`config.mk`:
```
export PLATFORM = sky130hd
export DESIGN_NAME = pld_lock_div
export DESIGN_NICKNAME = d
export VERILOG_FILES = /design/src/hdl/pld_pkg.sv /design/src/hdl/pld_lock_div.sv /design/src/hdl/pld_sync2.sv /design/src/hdl/pld_divider.sv
export SDC_FILE = /design/constraint.sdc
export NUM_CORES = 1
export LEC_CHECK = 0
export ABC_AREA = 1
export BUFFER_PORTS_ARGS = -buffer_cell sky130_fd_sc_hd__buf_2
export CORE_MARGIN = 4
export CORE_UTILIZATION = 50
export CTS_CLUSTER_SIZE = 24
export DETAILED_ROUTE_END_ITERATION = 16
export GPL_TIMING_DRIVEN = 0
export PLACE_DENSITY = 0.69
export SLEW_MARGIN = 20
export SYNTH_ARGS = -nofsm -noshare
export SYNTH_HDL_FRONTEND = slang
export SYNTH_SLANG_ARGS = --single-unit
```
`constraint.sdc`:
```
create_clock -name clk -period 8 [get_ports clk]
set_clock_uncertainty 0.1 [all_clocks]
set_input_delay 1.6 -clock clk [delete_from_list [all_inputs] [get_ports clk]]
set_output_delay 1.6 -clock clk [all_outputs]
set_load 0.01 [all_outputs]
```
`src/hdl/pld_pkg.sv`:
```
// Constants and types for the PLL lock detect and divider select block
// Operation
// - Window code picks 3.5, 8.5, 18.5 ns, frequency
// - Frequency mode drops lock on detected offset
// - Offset resolution set by pulse width delay
// - Count code needs 1, 16, 64, 256 hits
// - Lock loss is immediate, never counted
// - Pump code: 0 high impedance, 200 uA steps
// - Feedback select routes 1,2,3,4,6,8,16,8 division
// - Five output selects, same map, default 8
// - Word one bits 30/31 turn 16 into quadrature
package pld_pkg;

  // ----------------------------------------------------------------
  // Timing
  // ----------------------------------------------------------------
  localparam int CLK_PERIOD_PS = 20000;

  // Longest time in whole cycles, never below one
  function automatic int pld_floor_cyc(input int ps);
    int c;
    c = ps / CLK_PERIOD_PS;
    return (c < 1) ? 1 : c;
  endfunction

  localparam int WIN_NARROW_PS = 3500;
  localparam int WIN_MID_PS = 8500;
  localparam int WIN_WIDE_PS = 18500;
  localparam logic [7:0] WIN_NARROW_CYC = 8'(pld_floor_cyc(WIN_NARROW_PS));
  localparam logic [7:0] WIN_MID_CYC = 8'(pld_floor_cyc(WIN_MID_PS));
  localparam logic [7:0] WIN_WIDE_CYC = 8'(pld_floor_cyc(WIN_WIDE_PS));

  localparam int PWD_0_PS = 1500;
  localparam int PWD_1_PS = 3000;
  localparam int PWD_2_PS = 4500;
  localparam int PWD_3_PS = 6000;
  localparam logic [15:0] PWD_0_CYC = 16'(pld_floor_cyc(PWD_0_PS));
  localparam logic [15:0] PWD_1_CYC = 16'(pld_floor_cyc(PWD_1_PS));
  localparam logic [15:0] PWD_2_CYC = 16'(pld_floor_cyc(PWD_2_PS));
  localparam logic [15:0] PWD_3_CYC = 16'(pld_floor_cyc(PWD_3_PS));

  // ----------------------------------------------------------------
  // Codes and counts
  // ----------------------------------------------------------------
  localparam logic [1:0] WIN_FREQ_CODE = 2'h3;
  localparam logic [8:0] LOCK_NEED_0 = 9'h001;
  localparam logic [8:0] LOCK_NEED_1 = 9'h010;
  localparam logic [8:0] LOCK_NEED_2 = 9'h040;
  localparam logic [8:0] LOCK_NEED_3 = 9'h100;
  localparam logic [11:0] PUMP_STEP_UA = 12'h0c8;
  localparam logic [2:0] DIV16_CODE = 3'h6;
  localparam logic [4:0] DIV_TABLE [8] = '{5'h01, 5'h02, 5'h03, 5'h04,
                                          5'h06, 5'h08, 5'h10, 5'h08};
  localparam logic [4:0] QUAD4_RATIO = 5'h04;
  localparam logic [4:0] QUAD8_RATIO = 5'h08;

  // ----------------------------------------------------------------
  // Register map
  // ----------------------------------------------------------------
  localparam logic [7:0] OFS_LOCK_CTRL = 8'h00;
  localparam logic [7:0] OFS_PUMP = 8'h04;
  localparam logic [7:0] OFS_FB_DIV = 8'h08;
  localparam logic [7:0] OFS_OUT_DIV = 8'h0c;
  localparam logic [7:0] OFS_WORD1_MODE = 8'h10;
  localparam logic [7:0] OFS_STATUS = 8'h14;
  localparam logic [7:0] OFS_IRQ_STATUS = 8'h18;
  localparam logic [7:0] OFS_IRQ_CLEAR = 8'h1c;
  localparam logic [7:0] OFS_IRQ_ENABLE = 8'h20;

  localparam int WIN_SEL_POS = 0;
  localparam int CNT_SEL_POS = 4;
  localparam int PWD_POS = 4;
  localparam int QUAD4_POS = 30;
  localparam int QUAD8_POS = 31;
  localparam int STAT_CNT_POS = 8;
  localparam int IRQ_LOCK_BIT = 0;
  localparam int IRQ_LOSS_BIT = 1;
  localparam int IRQ_FOFS_BIT = 2;

  localparam logic [1:0] WIN_SEL_RST = 2'h1;
  localparam logic [1:0] CNT_SEL_RST = 2'h2;
  localparam logic [3:0] PUMP_RST = 4'ha;
  localparam logic [1:0] PWD_RST = 2'h0;
  localparam logic [2:0] FB_DIV_RST = 3'h5;
  localparam logic [14:0] OUT_DIV_RST = 15'h5b6d;
  localparam logic [1:0] QUAD_RST = 2'h0;

  typedef enum logic [1:0] {
    CMP_IDLE = 2'b00,
    CMP_REF_FIRST = 2'b01,
    CMP_FB_FIRST = 2'b10
  } pld_cmp_type;

endpackage

```
`src/hdl/pld_lock_div.sv`:
```
// Lock detector, divider selection and pump code with AHB-Lite registers
//
// The AHB-Lite slave port and the register offsets were decided locally.
`timescale 1ns/10ps
module pld_lock_div
  import pld_pkg::*;
(
  input wire logic clk,
  input wire logic rst_n,
  input wire logic hsel,
  input wire logic [31:0] haddr,
  input wire logic [1:0] htrans,
  input wire logic hwrite,
  input wire logic [2:0] hsize,
  input wire logic [31:0] hwdata,
  input wire logic hready,
  output logic [31:0] hrdata,
  output wire logic hreadyout,
  output wire logic hresp,
  input wire logic ref_in,
  input wire logic osc_in,
  output wire logic fb_clk,
  output wire logic [4:0] out_clk,
  output logic pll_lock,
  output logic [3:0] pump_current_sel,
  output logic pump_hiz,
  output logic [11:0] pump_current_ua,
  output logic irq
);

  // ----------------------------------------------------------------
  // Declarations
  // ----------------------------------------------------------------
  logic [1:0] lock_window_sel;
  logic [1:0] lock_count_sel;
  logic [2:0] feedback_div_sel;
  logic [1:0] pwd_sel;
  logic [14:0] output_div_sel;
  logic [1:0] quad_sel;
  logic [2:0] irq_status;
  logic [2:0] irq_enable;
  logic dp_write;
  logic [7:0] dp_addr;
  logic osc_level;
  logic osc_d;
  logic ref_level;
  logic ref_d;
  logic fb_d;
  pld_cmp_type cmp_state;
  pld_cmp_type next_cmp_state;
  logic [7:0] wcnt;
  logic [7:0] next_wcnt;
  logic hit;
  logic miss;
  logic [8:0] lock_cnt;
  logic [15:0] ref_per_cnt;
  logic [15:0] fb_per_cnt;
  logic [15:0] fb_period;
  logic ref_seen;
  logic fb_seen;
  logic fb_valid;

  // ----------------------------------------------------------------
  // Pin synchronisers and oscillator edges
  // ----------------------------------------------------------------
  pld_sync2 u_osc_sync (
    .clk(clk),
    .rst_n(rst_n),
    .d(osc_in),
    .q(osc_level)
  );

  pld_sync2 u_ref_sync (
    .clk(clk),
    .rst_n(rst_n),
    .d(ref_in),
    .q(ref_level)
  );

  always_ff @(posedge clk) begin
    if (!rst_n) begin
      osc_d <= 1'b0;
      ref_d <= 1'b0;
      fb_d <= 1'b0;
    end else begin
      osc_d <= osc_level;
      ref_d <= ref_level;
      fb_d <= fb_clk;
    end
  end

  wire osc_tick = osc_level & ~osc_d;
  wire ref_edge = ref_level & ~ref_d;
  wire fb_edge = fb_clk & ~fb_d;

  // ----------------------------------------------------------------
  // Feedback and output dividers
  // ----------------------------------------------------------------
  pld_divider u_fb_div (
    .clk(clk),
    .rst_n(rst_n),
    .osc_tick(osc_tick),
    .osc_level(osc_level),
    .div_sel(feedback_div_sel),
    .quad_sel(quad_sel),
    .div_out(fb_clk)
  );

  for (genvar i = 0; i < 5; i++) begin : g_out
    pld_divider u_out_div (
      .clk(clk),
      .rst_n(rst_n),
      .osc_tick(osc_tick),
      .osc_level(osc_level),
      .div_sel(output_div_sel[3*i +: 3]),
      .quad_sel(quad_sel),
      .div_out(out_clk[i])
    );
  end

  // ----------------------------------------------------------------
  // Window, count and resolution decode
  // ----------------------------------------------------------------
  wire freq_mode = lock_window_sel == WIN_FREQ_CODE;
  wire [7:0] win_cyc = (lock_window_sel == 2'h0) ? WIN_NARROW_CYC :
    (lock_window_sel == 2'h1) ? WIN_MID_CYC : WIN_WIDE_CYC;
  wire [8:0] need_cnt = (lock_count_sel == 2'h0) ? LOCK_NEED_0 :
    (lock_count_sel == 2'h1) ? LOCK_NEED_1 :
    (lock_count_sel == 2'h2) ? LOCK_NEED_2 : LOCK_NEED_3;
  wire [15:0] pwd_cyc = (pwd_sel == 2'h0) ? PWD_0_CYC :
    (pwd_sel == 2'h1) ? PWD_1_CYC :
    (pwd_sel == 2'h2) ? PWD_2_CYC : PWD_3_CYC;
  wire timeout = !freq_mode && (wcnt >= win_cyc);

  // ----------------------------------------------------------------
  // Edge pairing
  // ----------------------------------------------------------------
  always_comb begin
    next_cmp_state = cmp_state;
    next_wcnt = (wcnt == 8'hff) ? wcnt : wcnt + 8'h01;
    hit = 1'b0;
    miss = 1'b0;
    unique case (cmp_state)
      CMP_IDLE: begin
        next_wcnt = 8'h00;
        if (ref_edge && fb_edge) begin
          hit = 1'b1;
        end else if (ref_edge) begin
          next_cmp_state = CMP_REF_FIRST;
        end else if (fb_edge) begin
          next_cmp_state = CMP_FB_FIRST;
        end
      end
      CMP_REF_FIRST: begin
        if (fb_edge) begin
          hit = 1'b1;
          next_cmp_state = CMP_IDLE;
        end else if (ref_edge || timeout) begin
          miss = 1'b1;
          next_wcnt = 8'h00;
          next_cmp_state = ref_edge ? CMP_REF_FIRST : CMP_IDLE;
        end
      end
      CMP_FB_FIRST: begin
        if (ref_edge) begin
          hit = 1'b1;
          next_cmp_state = CMP_IDLE;
        end else if (fb_edge || timeout) begin
          miss = 1'b1;
          next_wcnt = 8'h00;
          next_cmp_state = fb_edge ? CMP_FB_FIRST : CMP_IDLE;
        end
      end
      default: begin
        next_cmp_state = CMP_IDLE;
        next_wcnt = 8'h00;
      end
    endcase
  end

  always_ff @(posedge clk) begin
    if (!rst_n) begin
      cmp_state <= CMP_IDLE;
      wcnt <= 8'h00;
    end else begin
      cmp_state <= next_cmp_state;
      wcnt <= next_wcnt;
    end
  end

  // ----------------------------------------------------------------
  // Period measurement for frequency offset
  // ----------------------------------------------------------------
  always_ff @(posedge clk) begin
    if (!rst_n) begin
      ref_per_cnt <= 16'h0000;
      fb_per_cnt <= 16'h0000;
      fb_period <= 16'h0000;
      ref_seen <= 1'b0;
      fb_seen <= 1'b0;
      fb_valid <= 1'b0;
    end else begin
      if (ref_edge) begin
        ref_per_cnt <= 16'h0001;
        ref_seen <= 1'b1;
      end else if (ref_per_cnt != 16'hffff) begin
        ref_per_cnt <= ref_per_cnt + 16'h0001;
      end
      if (fb_edge) begin
        fb_per_cnt <= 16'h0001;
        fb_period <= fb_per_cnt;
        fb_seen <= 1'b1;
        fb_valid <= fb_seen;
      end else if (fb_per_cnt != 16'hffff) begin
        fb_per_cnt <= fb_per_cnt + 16'h0001;
      end
    end
  end

  // Periods differing by more than the pulse width delay are resolvable
  wire [15:0] per_diff = (ref_per_cnt > fb_period) ? ref_per_cnt - fb_period :
    fb_period - ref_per_cnt;
  wire offset_det = freq_mode && ref_edge && ref_seen && fb_valid &&
    (per_diff > pwd_cyc);

  // ----------------------------------------------------------------
  // Lock counter and indicator
  // ----------------------------------------------------------------
  wire lose = miss | offset_det;
  wire [8:0] cnt_inc = (lock_cnt < need_cnt) ? lock_cnt + 9'h001 : lock_cnt;
  wire [8:0] next_lock_cnt = lose ? 9'h000 : hit ? cnt_inc : lock_cnt;
  wire next_lock = lose ? 1'b0 :
    (hit && (cnt_inc >= need_cnt)) ? 1'b1 : pll_lock;

  always_ff @(posedge clk) begin
    if (!rst_n) begin
      lock_cnt <= 9'h000;
      pll_lock <= 1'b0;
    end else begin
      lock_cnt <= next_lock_cnt;
      pll_lock <= next_lock;
    end
  end

  // ----------------------------------------------------------------
  // Charge pump code
  // ----------------------------------------------------------------
  always_ff @(posedge clk) begin
    if (!rst_n) begin
      pump_hiz <= 1'b0;
      pump_current_ua <= 12'h000;
    end else begin
      pump_hiz <= pump_current_sel == 4'h0;
      pump_current_ua <= 12'(pump_current_sel * PUMP_STEP_UA);
    end
  end

  // ----------------------------------------------------------------
  // AHB-Lite slave, zero wait states, always OKAY
  // ----------------------------------------------------------------
  assign hreadyout = 1'b1;
  assign hresp = 1'b0;
  wire ahb_take = hsel && hready && htrans[1] && (hsize == 3'h2);
  wire wr_lock = dp_write && dp_addr == OFS_LOCK_CTRL;
  wire wr_pump = dp_write && dp_addr == OFS_PUMP;
  wire wr_fb = dp_write && dp_addr == OFS_FB_DIV;
  wire wr_out = dp_write && dp_addr == OFS_OUT_DIV;
  wire wr_mode = dp_write && dp_addr == OFS_WORD1_MODE;
  wire wr_clr = dp_write && dp_addr == OFS_IRQ_CLEAR;
  wire wr_en = dp_write && dp_addr == OFS_IRQ_ENABLE;
  wire [2:0] irq_event;
  assign irq_event[IRQ_LOCK_BIT] = next_lock & ~pll_lock;
  assign irq_event[IRQ_LOSS_BIT] = ~next_lock & pll_lock;
  assign irq_event[IRQ_FOFS_BIT] = offset_det;
  wire [2:0] clr_mask = wr_clr ? hwdata[2:0] : 3'h0;

  wire [31:0] rd_lock = 32'({lock_count_sel, 2'b00, lock_window_sel});
  wire [31:0] rd_fb = 32'({pwd_sel, 1'b0, feedback_div_sel});
  wire [31:0] rd_mode = {quad_sel, 30'h0};
  wire [31:0] rd_stat = 32'({lock_cnt, 7'h00, pll_lock});
  wire [7:0] ra = haddr[7:0];
  wire [31:0] rd_mux = (ra == OFS_LOCK_CTRL) ? rd_lock :
    (ra == OFS_PUMP) ? 32'(pump_current_sel) :
    (ra == OFS_FB_DIV) ? rd_fb :
    (ra == OFS_OUT_DIV) ? 32'(output_div_sel) :
    (ra == OFS_WORD1_MODE) ? rd_mode :
    (ra == OFS_STATUS) ? rd_stat :
    (ra == OFS_IRQ_STATUS) ? 32'(irq_status) :
    (ra == OFS_IRQ_ENABLE) ? 32'(irq_enable) : 32'h00000000;

  always_ff @(posedge clk) begin
    if (!rst_n) begin
      dp_write <= 1'b0;
      dp_addr <= 8'h00;
      hrdata <= 32'h00000000;
    end else begin
      dp_write <= ahb_take && hwrite;
      dp_addr <= haddr[7:0];
      if (ahb_take && !hwrite) begin
        hrdata <= rd_mux;
      end
    end
  end

  // ----------------------------------------------------------------
  // Configuration registers
  // ----------------------------------------------------------------
  always_ff @(posedge clk) begin
    if (!rst_n) begin
      lock_window_sel <= WIN_SEL_RST;
      lock_count_sel <= CNT_SEL_RST;
      pump_current_sel <= PUMP_RST;
      feedback_div_sel <= FB_DIV_RST;
      pwd_sel <= PWD_RST;
      output_div_sel <= OUT_DIV_RST;
      quad_sel <= QUAD_RST;
      irq_enable <= 3'h0;
    end else begin
      if (wr_lock) begin
        lock_window_sel <= hwdata[WIN_SEL_POS +: 2];
        lock_count_sel <= hwdata[CNT_SEL_POS +: 2];
      end
      if (wr_pump) begin
        pump_current_sel <= hwdata[3:0];
      end
      if (wr_fb) begin
        feedback_div_sel <= hwdata[2:0];
        pwd_sel <= hwdata[PWD_POS +: 2];
      end
      if (wr_out) begin
        output_div_sel <= hwdata[14:0];
      end
      if (wr_mode) begin
        quad_sel <= {hwdata[QUAD8_POS], hwdata[QUAD4_POS]};
      end
      if (wr_en) begin
        irq_enable <= hwdata[2:0];
      end
    end
  end

  // ----------------------------------------------------------------
  // Interrupt status, set wins over clear
  // ----------------------------------------------------------------
  always_ff @(posedge clk) begin
    if (!rst_n) begin
      irq_status <= 3'h0;
      irq <= 1'b0;
    end else begin
      irq_status <= (irq_status & ~clr_mask) | irq_event;
      irq <= |(((irq_status & ~clr_mask) | irq_event) & irq_enable);
    end
  end

  // ----------------------------------------------------------------
  // Checks
  // ----------------------------------------------------------------
  win_timeout_a:
    assert property (@(posedge clk) disable iff (!rst_n)
      cmp_state == CMP_REF_FIRST && !fb_edge && !freq_mode && wcnt >= win_cyc
      |=> !pll_lock && lock_cnt == 9'h000)
    else $error("late partner edge did not break lock");

  fofs_drop_a:
    assert property (@(posedge clk) disable iff (!rst_n)
      freq_mode && offset_det |=> !pll_lock && irq_status[IRQ_FOFS_BIT] &&
        (irq_status[IRQ_LOSS_BIT] || !$past(pll_lock)))
    else $error("frequency offset did not drop lock");

  fofs_res_a:
    assert property (@(posedge clk) disable iff (!rst_n)
      offset_det |-> per_diff > pwd_cyc && freq_mode)
    else $error("offset flagged below resolution");

  lock_need_a:
    assert property (@(posedge clk) disable iff (!rst_n)
      $rose(pll_lock) |-> lock_cnt >= need_cnt)
    else $error("lock asserted before required count");

  fast_loss_a:
    assert property (@(posedge clk) disable iff (!rst_n)
      miss |=> !pll_lock)
    else $error("lock loss was delayed");

  pump_map_a:
    assert property (@(posedge clk) disable iff (!rst_n)
      $stable(pump_current_sel) |=> pump_current_ua ==
        12'($past(pump_current_sel) * 12'h0c8) &&
        pump_hiz == ($past(pump_current_sel) == 4'h0))
    else $error("pump current does not match code");

  reset_dflt_a:
    assert property (@(posedge clk) disable iff (!rst_n)
      $rose(rst_n) |-> output_div_sel == 15'h5b6d && feedback_div_sel == 3'h5 &&
        lock_window_sel == 2'h1 && lock_count_sel == 2'h2 && quad_sel == 2'h0)
    else $error("configuration defaults wrong after reset");

  cnt_restart_a:
    assert property (@(posedge clk) disable iff (!rst_n)
      lose |=> lock_cnt == 9'h000 && !pll_lock)
    else $error("lock counter did not restart on miss");
endmodule

```
`src/hdl/pld_sync2.sv`:
```
// Two-stage synchroniser for a pin level
`timescale 1ns/10ps
module pld_sync2
  import pld_pkg::*;
(
  input wire logic clk,
  input wire logic rst_n,
  input wire logic d,
  output logic q
);
  logic meta;

  always_ff @(posedge clk) begin
    if (!rst_n) begin
      meta <= 1'b0;
      q <= 1'b0;
    end else begin
      meta <= d;
      q <= meta;
    end
  end
endmodule

```
`src/hdl/pld_divider.sv`:
```
// Oscillator divider with selectable ratio and quadrature slot
`timescale 1ns/10ps
module pld_divider
  import pld_pkg::*;
(
  input wire logic clk,
  input wire logic rst_n,
  input wire logic osc_tick,
  input wire logic osc_level,
  input wire logic [2:0] div_sel,
  input wire logic [1:0] quad_sel,
  output logic div_out
);
  logic [4:0] cnt;

  // ----------------------------------------------------------------
  // Ratio and phase decode
  // ----------------------------------------------------------------
  wire is_div16 = div_sel == DIV16_CODE;
  wire quad = is_div16 & (quad_sel != 2'h0);
  wire [4:0] ratio = !is_div16 ? DIV_TABLE[div_sel] :
    quad_sel[0] ? QUAD4_RATIO :
    quad_sel[1] ? QUAD8_RATIO : DIV_TABLE[div_sel];
  wire [4:0] shift = quad ? {2'b00, ratio[4:2]} : 5'h00;
  wire [4:0] wrapped = cnt + shift;
  wire [4:0] pos = (wrapped >= ratio) ? wrapped - ratio : wrapped;
  wire [4:0] half = 5'((ratio + 5'h01) >> 1);
  wire last = cnt >= ratio - 5'h01;

  always_ff @(posedge clk) begin
    if (!rst_n) begin
      cnt <= 5'h00;
      div_out <= 1'b0;
    end else begin
      if (osc_tick) begin
        cnt <= last ? 5'h00 : cnt + 5'h01;
      end
      div_out <= (ratio == 5'h01) ? osc_level : (pos < half);
    end
  end

  // ----------------------------------------------------------------
  // Checks
  // ----------------------------------------------------------------
  div_wrap_a:
    assert property (@(posedge clk) disable iff (!rst_n)
      osc_tick && last |=> cnt == 5'h00)
    else $error("divider did not wrap at its ratio");

  quad_ratio_a:
    assert property (@(posedge clk) disable iff (!rst_n)
      (div_sel == 3'h6) && (quad_sel == 2'h2) && osc_tick && cnt == 5'h07
      |=> cnt == 5'h00)
    else $error("quadrature eight slot did not divide by eight");
endmodule

```
; Word-level counts from Yosys, hierarchy flattened
; Memory sizes are Yosys's and may differ from the RTL's.
; Index checks and enable logic that the tools add are counted.
[totals]
reg_bits = 205
rom_bits = 240
in_bits = 76
out_inout_bits = 59
wordCells = 320
n_memories = 6
[memory_table]
columns = memory, words, width, rd, rd_clocked_by_memory_dff, write_ports, line_no
row1 = (name not given), 8, 5, 1, 0, 0, pld_divider.sv:21  ; wire [4:0] ratio = !is_div16 ? DIV_TABLE[div_sel] :
row2 = (name not given), 8, 5, 1, 0, 0, pld_divider.sv:21
row3 = (name not given), 8, 5, 1, 0, 0, pld_divider.sv:21
row4 = (name not given), 8, 5, 1, 0, 0, pld_divider.sv:21
row5 = (name not given), 8, 5, 1, 0, 0, pld_divider.sv:21
row6 = (name not given), 8, 5, 1, 0, 0, pld_divider.sv:21
[op_classes]
add_sub_neg = 36
n_mul = 1
n_lt_le_gt_ge = 29
n_eq_ne = 38
mux = 99
n_bitwise = 28
n_reduce_logical = 36
[ops]
columns = operator, n
row1 = two-way mux 5 bit, 42
row2 = two-way mux 32 bit, 5
row3 = "adder 5 x 1 -> 5 bit, second input constant", 12
row4 = >= comparator 5 bit, 12
row5 = "equality test 8 x 5 -> 1 bit, second input constant", 5
row6 = two-way mux 8 bit, 5
row7 = two-way mux 9 bit, 4
row8 = "adder 16 x 1 -> 16 bit, second input constant", 2
row9 = "equality test 8 x 4 -> 1 bit, second input constant", 4
row10 = "inequality test 16 bit, second input constant", 2
row11 = subtractor 16 bit, 2
row12 = adder 5 bit, 6
row13 = "equality test 5 x 1 -> 1 bit, second input constant", 6
row14 = < comparator 5 x 4 -> 1 bit, 6
row15 = "subtractor 5 x 1 -> 5 bit, second input constant", 6
row16 = subtractor 5 bit, 6
row17 = two-way mux 3 bit, 9
row18 = ">= comparator 4 bit, second input constant", 6
row19 = NOT 3 -> 4 bit, 6
row20 = two-way mux 1 bit, 20
row21 = logical AND 1 bit, 19
row22 = "equality test 3 bit, second input constant", 6
row23 = two-way mux 17 bit, 1
row24 = "equality test 8 x 3 -> 1 bit, second input constant", 2
row25 = 36 further kinds, 73

; Logic depth before layout (Yosys ltp)
[depth]
ltp_word = 15
mapped_depth = 25
mapped_depth_nobuf = 25

; By module
; Synthesis repeated with hierarchy kept, for this count alone.
[unflattened]
hier_cells = 2369
hier_area_um2 = 15854.0
[by_module_without_submodules]
columns = module, n_inst, cells_each, area_each_um2, seq_area_each_um2
row1 = pld_lock_div, 1, 1372, 9053.7, 2982.9
row2 = pld_divider (g_out[2].u_out_div ...), 3, 166, 1137.3, 120.1
row3 = pld_divider (g_out[0].u_out_div ...), 2, 160, 1081.0, 120.1
row4 = pld_divider (g_out[3].u_out_div), 1, 167, 1116.1, 120.1
row5 = pld_sync2, 2, 6, 55.1, 40.0

; Worst setup path after synthesis
; No wires, ideal clock.
[synth_timing]
path_type = register -> register
start = register output_div_sel[3]
end = register g_out[1].u_out_div.div_out
setup_time_ns = 0.122
arrival_time_ns = 3.524
required_time_ns = 7.778
path_slack_ns = 4.253
path_stages_with_launch = 21
path_buffers = 0
period_less_slack_ns = 3.747
path_cell_list = dfxtp_1 inv_1 ha_1 nand2_1 nor2_1 ha_1 fa_1 xor2_1 ha_1 a21oi_1 o21ai_0 a211o_1 a21o_1 inv_1 o21ai_0 ha_1 nand2_1 nor2_1 a21oi_1 o211ai_1 a21oi_1
[synth_between]
elab_chain_len = 13
elab_cells_between_ends = 18
classes_between = 3 x add/sub / 2 x order compare / 2 x eq/ne / 8 x mux / 2 x bitwise / 1 x memory
[synth_lines]
columns = item, line_no
row1 = from (decl), pld_lock_div.sv:38  ; logic [14:0] output_div_sel;
row2 = from (signal assigned), pld_lock_div.sv:331  ; output_div_sel <= hwdata[14:0];
row3 = NOT 3 -> 4 bit (not written as such), "pld_divider.sv:21, pld_divider.sv:23"
row4 = memory read (8 x 5 bit), -
row5 = two-way mux 5 bit (not written as such), pld_divider.sv:21
row6 = two-way mux 5 bit (not written as such), pld_divider.sv:23  ; quad_sel[1] ? QUAD8_RATIO : DIV_TABLE[div_sel];
row7 = two-way mux 5 bit, pld_divider.sv:23
row8 = two-way mux 5 bit, pld_divider.sv:22  ; quad_sel[0] ? QUAD4_RATIO :
row9 = two-way mux 5 bit, pld_divider.sv:21
row10 = two-way mux 3 bit, pld_divider.sv:24  ; wire [4:0] shift = quad ? {2'b00, ratio[4:2]} : 5'h00;
row11 = adder 5 bit, pld_divider.sv:25  ; wire [4:0] wrapped = cnt + shift;
row12 = subtractor 5 bit or >= comparator 5 bit (tied branches), pld_divider.sv:26  ; wire [4:0] pos = (wrapped >= ratio) ? wrapped - ratio : wrapped;
row13 = two-way mux 5 bit, pld_divider.sv:26
row14 = < comparator 5 x 4 -> 1 bit, pld_divider.sv:38  ; div_out <= (ratio == 5'h01) ? osc_level : (pos < half);
row15 = two-way mux 1 bit *, pld_divider.sv:38
row16 = to (signal assigned), pld_divider.sv:38
row17 = to (decl), pld_divider.sv:12  ; output logic div_out
; Every way passes the cells marked *; elsewhere a longest branch is shown, timed or not. The select of a mux whose other input is x is not followed.
; A chain may end at the register's enable or synchronous reset.

; Worst setup path after layout
[layout_timing]
start = register quad_sel[0]
end = register g_out[4].u_out_div.div_out
[layout_between]
elab_chain_len = 8
elab_cells_between_ends = 13
classes_between = 3 x add/sub / 2 x order compare / 1 x eq/ne / 5 x mux / 1 x bitwise / 1 x reduce/logical
[layout_lines]
columns = item, line_no
row1 = from (decl), pld_lock_div.sv:39  ; logic [1:0] quad_sel;
row2 = from (signal assigned), pld_lock_div.sv:334  ; quad_sel <= {hwdata[QUAD8_POS], hwdata[QUAD4_POS]};
row3 = two-way mux 5 bit or nonzero test 2 bit (tied branches), "pld_divider.sv:22, pld_divider.sv:20"
row4 = two-way mux 5 bit or bitwise AND 1 bit (tied branches), "pld_divider.sv:21, pld_divider.sv:20"
row5 = two-way mux 3 bit, pld_divider.sv:24
row6 = adder 5 bit, pld_divider.sv:25
row7 = subtractor 5 bit or >= comparator 5 bit (tied branches), pld_divider.sv:26
row8 = two-way mux 5 bit, pld_divider.sv:26
row9 = < comparator 5 x 4 -> 1 bit, pld_divider.sv:38
row10 = two-way mux 1 bit *, pld_divider.sv:38
row11 = to (signal assigned), pld_divider.sv:38
row12 = to (decl), pld_divider.sv:12
; Every way passes the cells marked *; elsewhere a longest branch is shown, timed or not.

==> summary.md <==
| Metric | Value |
|---|---|
| Status | `finished, final reports clean` |
| Max-slew violations | `0` |
| Period utilization | `57.97%` |
| Power density over the cells | `143.8 mW/mm^2` |
| Htree depth | `4` |
| Drt via density | `5.321` |
| Hold Vio Cnt, Final | `0` |
| First-pass GRT wire length | `67630 um` |
| IO Port Bufs | `76` |
| Clock transition at the registers of the reported paths | `0.08 ns` |
| Die height | `183.0 um` |
| Relative slew slack | `45.33%` |
| Cts repair resizes | `0` |
| Die X-Extent | `183.0 um` |
| Clock power frac | `35.5%` |
| WL per Instance | `15.05 um` |
| Max_cap viols | `0` |
| Post-CTS setup buffer count | `0` |
| Most used DFF post-synth | `dfxtp_1` |
| Initial Util | `51.14%` |
| Drt total wl | `41440 um` |
| Drt pass-1 iters | `7` |
| RSZ-0062 raised after global routing | `false` |
| Crit path time final | `4.637 ns` |
| Power Internal | `0.001601 W` |
| WP data arrival | `4.91 ns` |
| Placer Congestion | `0.9443` |
| Share of cells above drive strength 1 | `7.709%` |
| Gate Count Post-Synth | `2231` |
| Number of setup violations in the final report | `0` |
| Mapped Area | `0.01532 sq mm` |
| Area Overhead vs Synth | `10.27%` |
| Dpl ws | `3.440 ns` |
| P_sw | `0.0008289 W` |
| Vias in the first global route | `13880` |
| Global Route Usage Sum | `24.50%` |
| Die area | `0.03350 sq mm` |
| Worst setup SP type | `register` |
| Seq/Total Area, Yosys | `24.70%` |
| # IOs | `135` |
| Final Non-Filler Cells | `2754` |
| ANT nets after route | `0` |
| Initial antenna violation count | `3` |
| Yosys reg bits | `189` |
| Worst setup margin | `3.363 ns` |
| Maximum vdd drop | `0.1282 mV` |
| Std-Cell Rows | `63` |
| Logic pwr share | `23.2%` |
| First DRT Iteration DRCs | `1274` |
| Hold Crit Class | `reg -> reg` |
| Register share of total power | `41.3%` |
| Cell count of the worst reg-to-reg path | `19` |
| Worst skew pair latency | `0.45 ns` |
| CTS tree | `built` |
| Asr flop ratio synth | `0%` |
| Setup TNS | `0 ns` |
| DP HPWL | `33270 um` |
| Critical Path RT | `8.27 ns` |
| Critical path class | `reg -> reg` |
| Least-Margin Pin Slew | `0.8200 ns` |
| Syn_area_per_cell | `6.867 sq um` |
| Hold_buf cts | `0` |
| Final nets | `2637` |
| CTS sink count | `189` |
| Netlist cell types | `52` |
| Max Freq | `215.6 MHz` |
| Drt drc | `0` |
| Root Driver | `clkbuf_16` |
| Routed vias | `14650` |
| Core ar. | `0.02995 sq mm` |
| Largest net degree at the start of global routing | `20` |
| Total CTS buffers | `17` |
| Hold Path Stages | `2` |
| Sw Share | `34.11%` |
| EDFF count, synth | `0` |
| Clock Path Buffers | `2` |
| Ys Warns | `0` |
| CP Max Fanout | `9` |
| Leakage | `8.513 nW` |
| GR Overflow Total | `0` |
| Placed Instances | `2719` |
| Critical path capture point type | `register` |
[placed cells by master, fill, tap and decap left out, types with 24 or more instances in the layout]
| cell | instances |
|---|---|
| nand2_1 | 461 |
| inv_1 | 368 |
| ha_1 | 198 |
| nor2_1 | 189 |
| dfxtp_1 | 189 |
| a21oi_1 | 160 |
| o21ai_0 | 134 |
| nand3_1 | 118 |
| buf_2 | 80 |
| xor2_1 | 76 |
| nand4_1 | 38 |
| nor3_1 | 33 |
| clkbuf_1 | 29 |
| o211ai_1 | 26 |
| xnor2_1 | 25 |
| buf_4 | 24 |
| conb_1 | 24 |
[registers in the layout (all words and copies together), names as in the netlist, 4 cells and up]
| name | count |
|---|---|
| fb_per_cnt | 16 |
| output_div_sel | 15 |
| lock_cnt | 9 |
| hrdata | 19 |
| ref_per_cnt | 16 |
| dp_addr | 8 |
| u_fb_div.cnt | 5 |
| pump_current_sel | 4 |
| pump_current_ua | 9 |
| g_out.u_out_div.div_out | 5 |
| g_out.u_out_div.cnt | 25 |
| wcnt | 8 |
| fb_period | 16 |
[layer usage]
metal	up-vias	GRT usage, %	wire length, um
met5	-	0	0
met4	0	7.271	902
met3	50	3.074	2711
met2	436	39.74	18440
met1	6704	34.30	19390
li1	7463	-	-
[stage by stage]
stage | cell area [sq um] | hold WS [ns] | power (W) | util (%)
after floorplan | 15400 | 0.2905 | 0.001441 | -
after global placement | 16270 | 0.2993 | 0.001567 | 54.32
after detailed placement | 16270 | 0.3043 | 0.001581 | 54.32
after CTS | 16870 | 0.3262 | 0.002437 | 56.33
after global routing | 16890 | 0.3626 | 0.002559 | 56.40
final | 16890 | 0.3222 | 0.002430 | 56.40
[power groups by stage]
stage,logic (W),registers [W],clock network [W]
floorplan,0.000424,0.00102,0
global placement,0.000543,0.00102,0
detailed placement,0.000556,0.00103,0
CTS,0.000559,0.00100,0.000874
global route,0.000640,0.00101,0.000910
finish,0.000563,0.00100,0.000863
[kinds of logic after synthesis]
kind of cell / share of synthesized area, %
AO/OA/AOI/OAI: 15.63
XOR/XNOR: 5.774
adder cells (fa/ha/maj): 18.13
buffers and inverters: 11.30
flip-flops: 24.70
other: 0.04902
AND/OR/NAND/NOR: 24.41
[cell type report]
type | instances | area (sq um)
Fill cell | 2965 | 13060
Multi-Input combinational cell | 1628 | 9899
Sequential cell | 189 | 3784
Inverter | 378 | 1419
Tap cell | 390 | 488.0
Clock buffer | 19 | 452.9
Timing Repair Buffer | 76 | 380.4
Buffer | 58 | 312.8
Clock inverter | 13 | 148.9
Antenna cell | 3 | 7.507
[worst max-delay path, cell delays in order, from the launching register on]
cell and delay, ns:
dfxtp_1 0.32, clkbuf_1 0.49, inv_1 0.37, nor2_1 0.31, ha_1 0.24, fa_1 0.22, xor2_1 0.22, ha_1 0.32
a21oi_1 0.14, o21ai_0 0.14, a211o_1 0.29, a21o_1 0.17, inv_1 0.18, o21ai_0 0.12, ha_1 0.33, a21oi_1 0.15
o21ai_0 0.12, nand2_1 0.08, o2111ai_1 0.09, a21oi_1 0.17
[worst paths after layout]
kind / startpoint / endpoint / slack, ns
worst min register to register: u_osc_sync.meta$_SDFF_PN0_ / u_osc_sync.q$_SDFF_PN0_ / 0.32
worst min-delay path: u_osc_sync.meta$_SDFF_PN0_ / u_osc_sync.q$_SDFF_PN0_ / 0.32
worst max-delay path: quad_sel[0]$_SDFFE_PN0P_ / g_out[4].u_out_div.div_out$_SDFF_PN0_ / 3.36
worst max register to register: quad_sel[0]$_SDFFE_PN0P_ / g_out[4].u_out_div.div_out$_SDFF_PN0_ / 3.36
[synth_stat cells, types with 2 or more instances]
library cell	instances	area share, %
o21bai_1	2	0.098
nor2_2	4	0.16
nand2_1	461	11
a211o_1	6	0.34
xor2_1	76	4.3
nor2_4	2	0.15
o31ai_1	2	0.098
o21a_1	23	1.1
nand4_1	38	1.6
ha_1	198	16
o22ai_1	8	0.33
o221ai_1	2	0.11
dfxtp_1	189	25
nor2_1	189	4.6
a211oi_2	9	0.74
o21ai_0	134	4.4
buf_2	4	0.13
a21oi_1	160	5.2
xnor2_1	25	1.4
clkinv_1	4	0.098
nand2_4	4	0.29
clkbuf_1	29	0.71
a221oi_1	3	0.17
inv_1	368	9.0
conb_1	2	0.049
inv_2	6	0.15
a21boi_0	6	0.29
a21oi_2	3	0.17
and3_1	4	0.16
nand3_1	118	3.9
a31oi_1	10	0.41
nor3_1	33	1.1
nand2_2	9	0.37
nor4_1	10	0.41
a211oi_1	4	0.20
o211ai_1	26	1.3
a21o_1	8	0.39
fa_1	15	2.0
buf_4	24	1.2
Note: power is estimated with default switching activity, not from simulation.
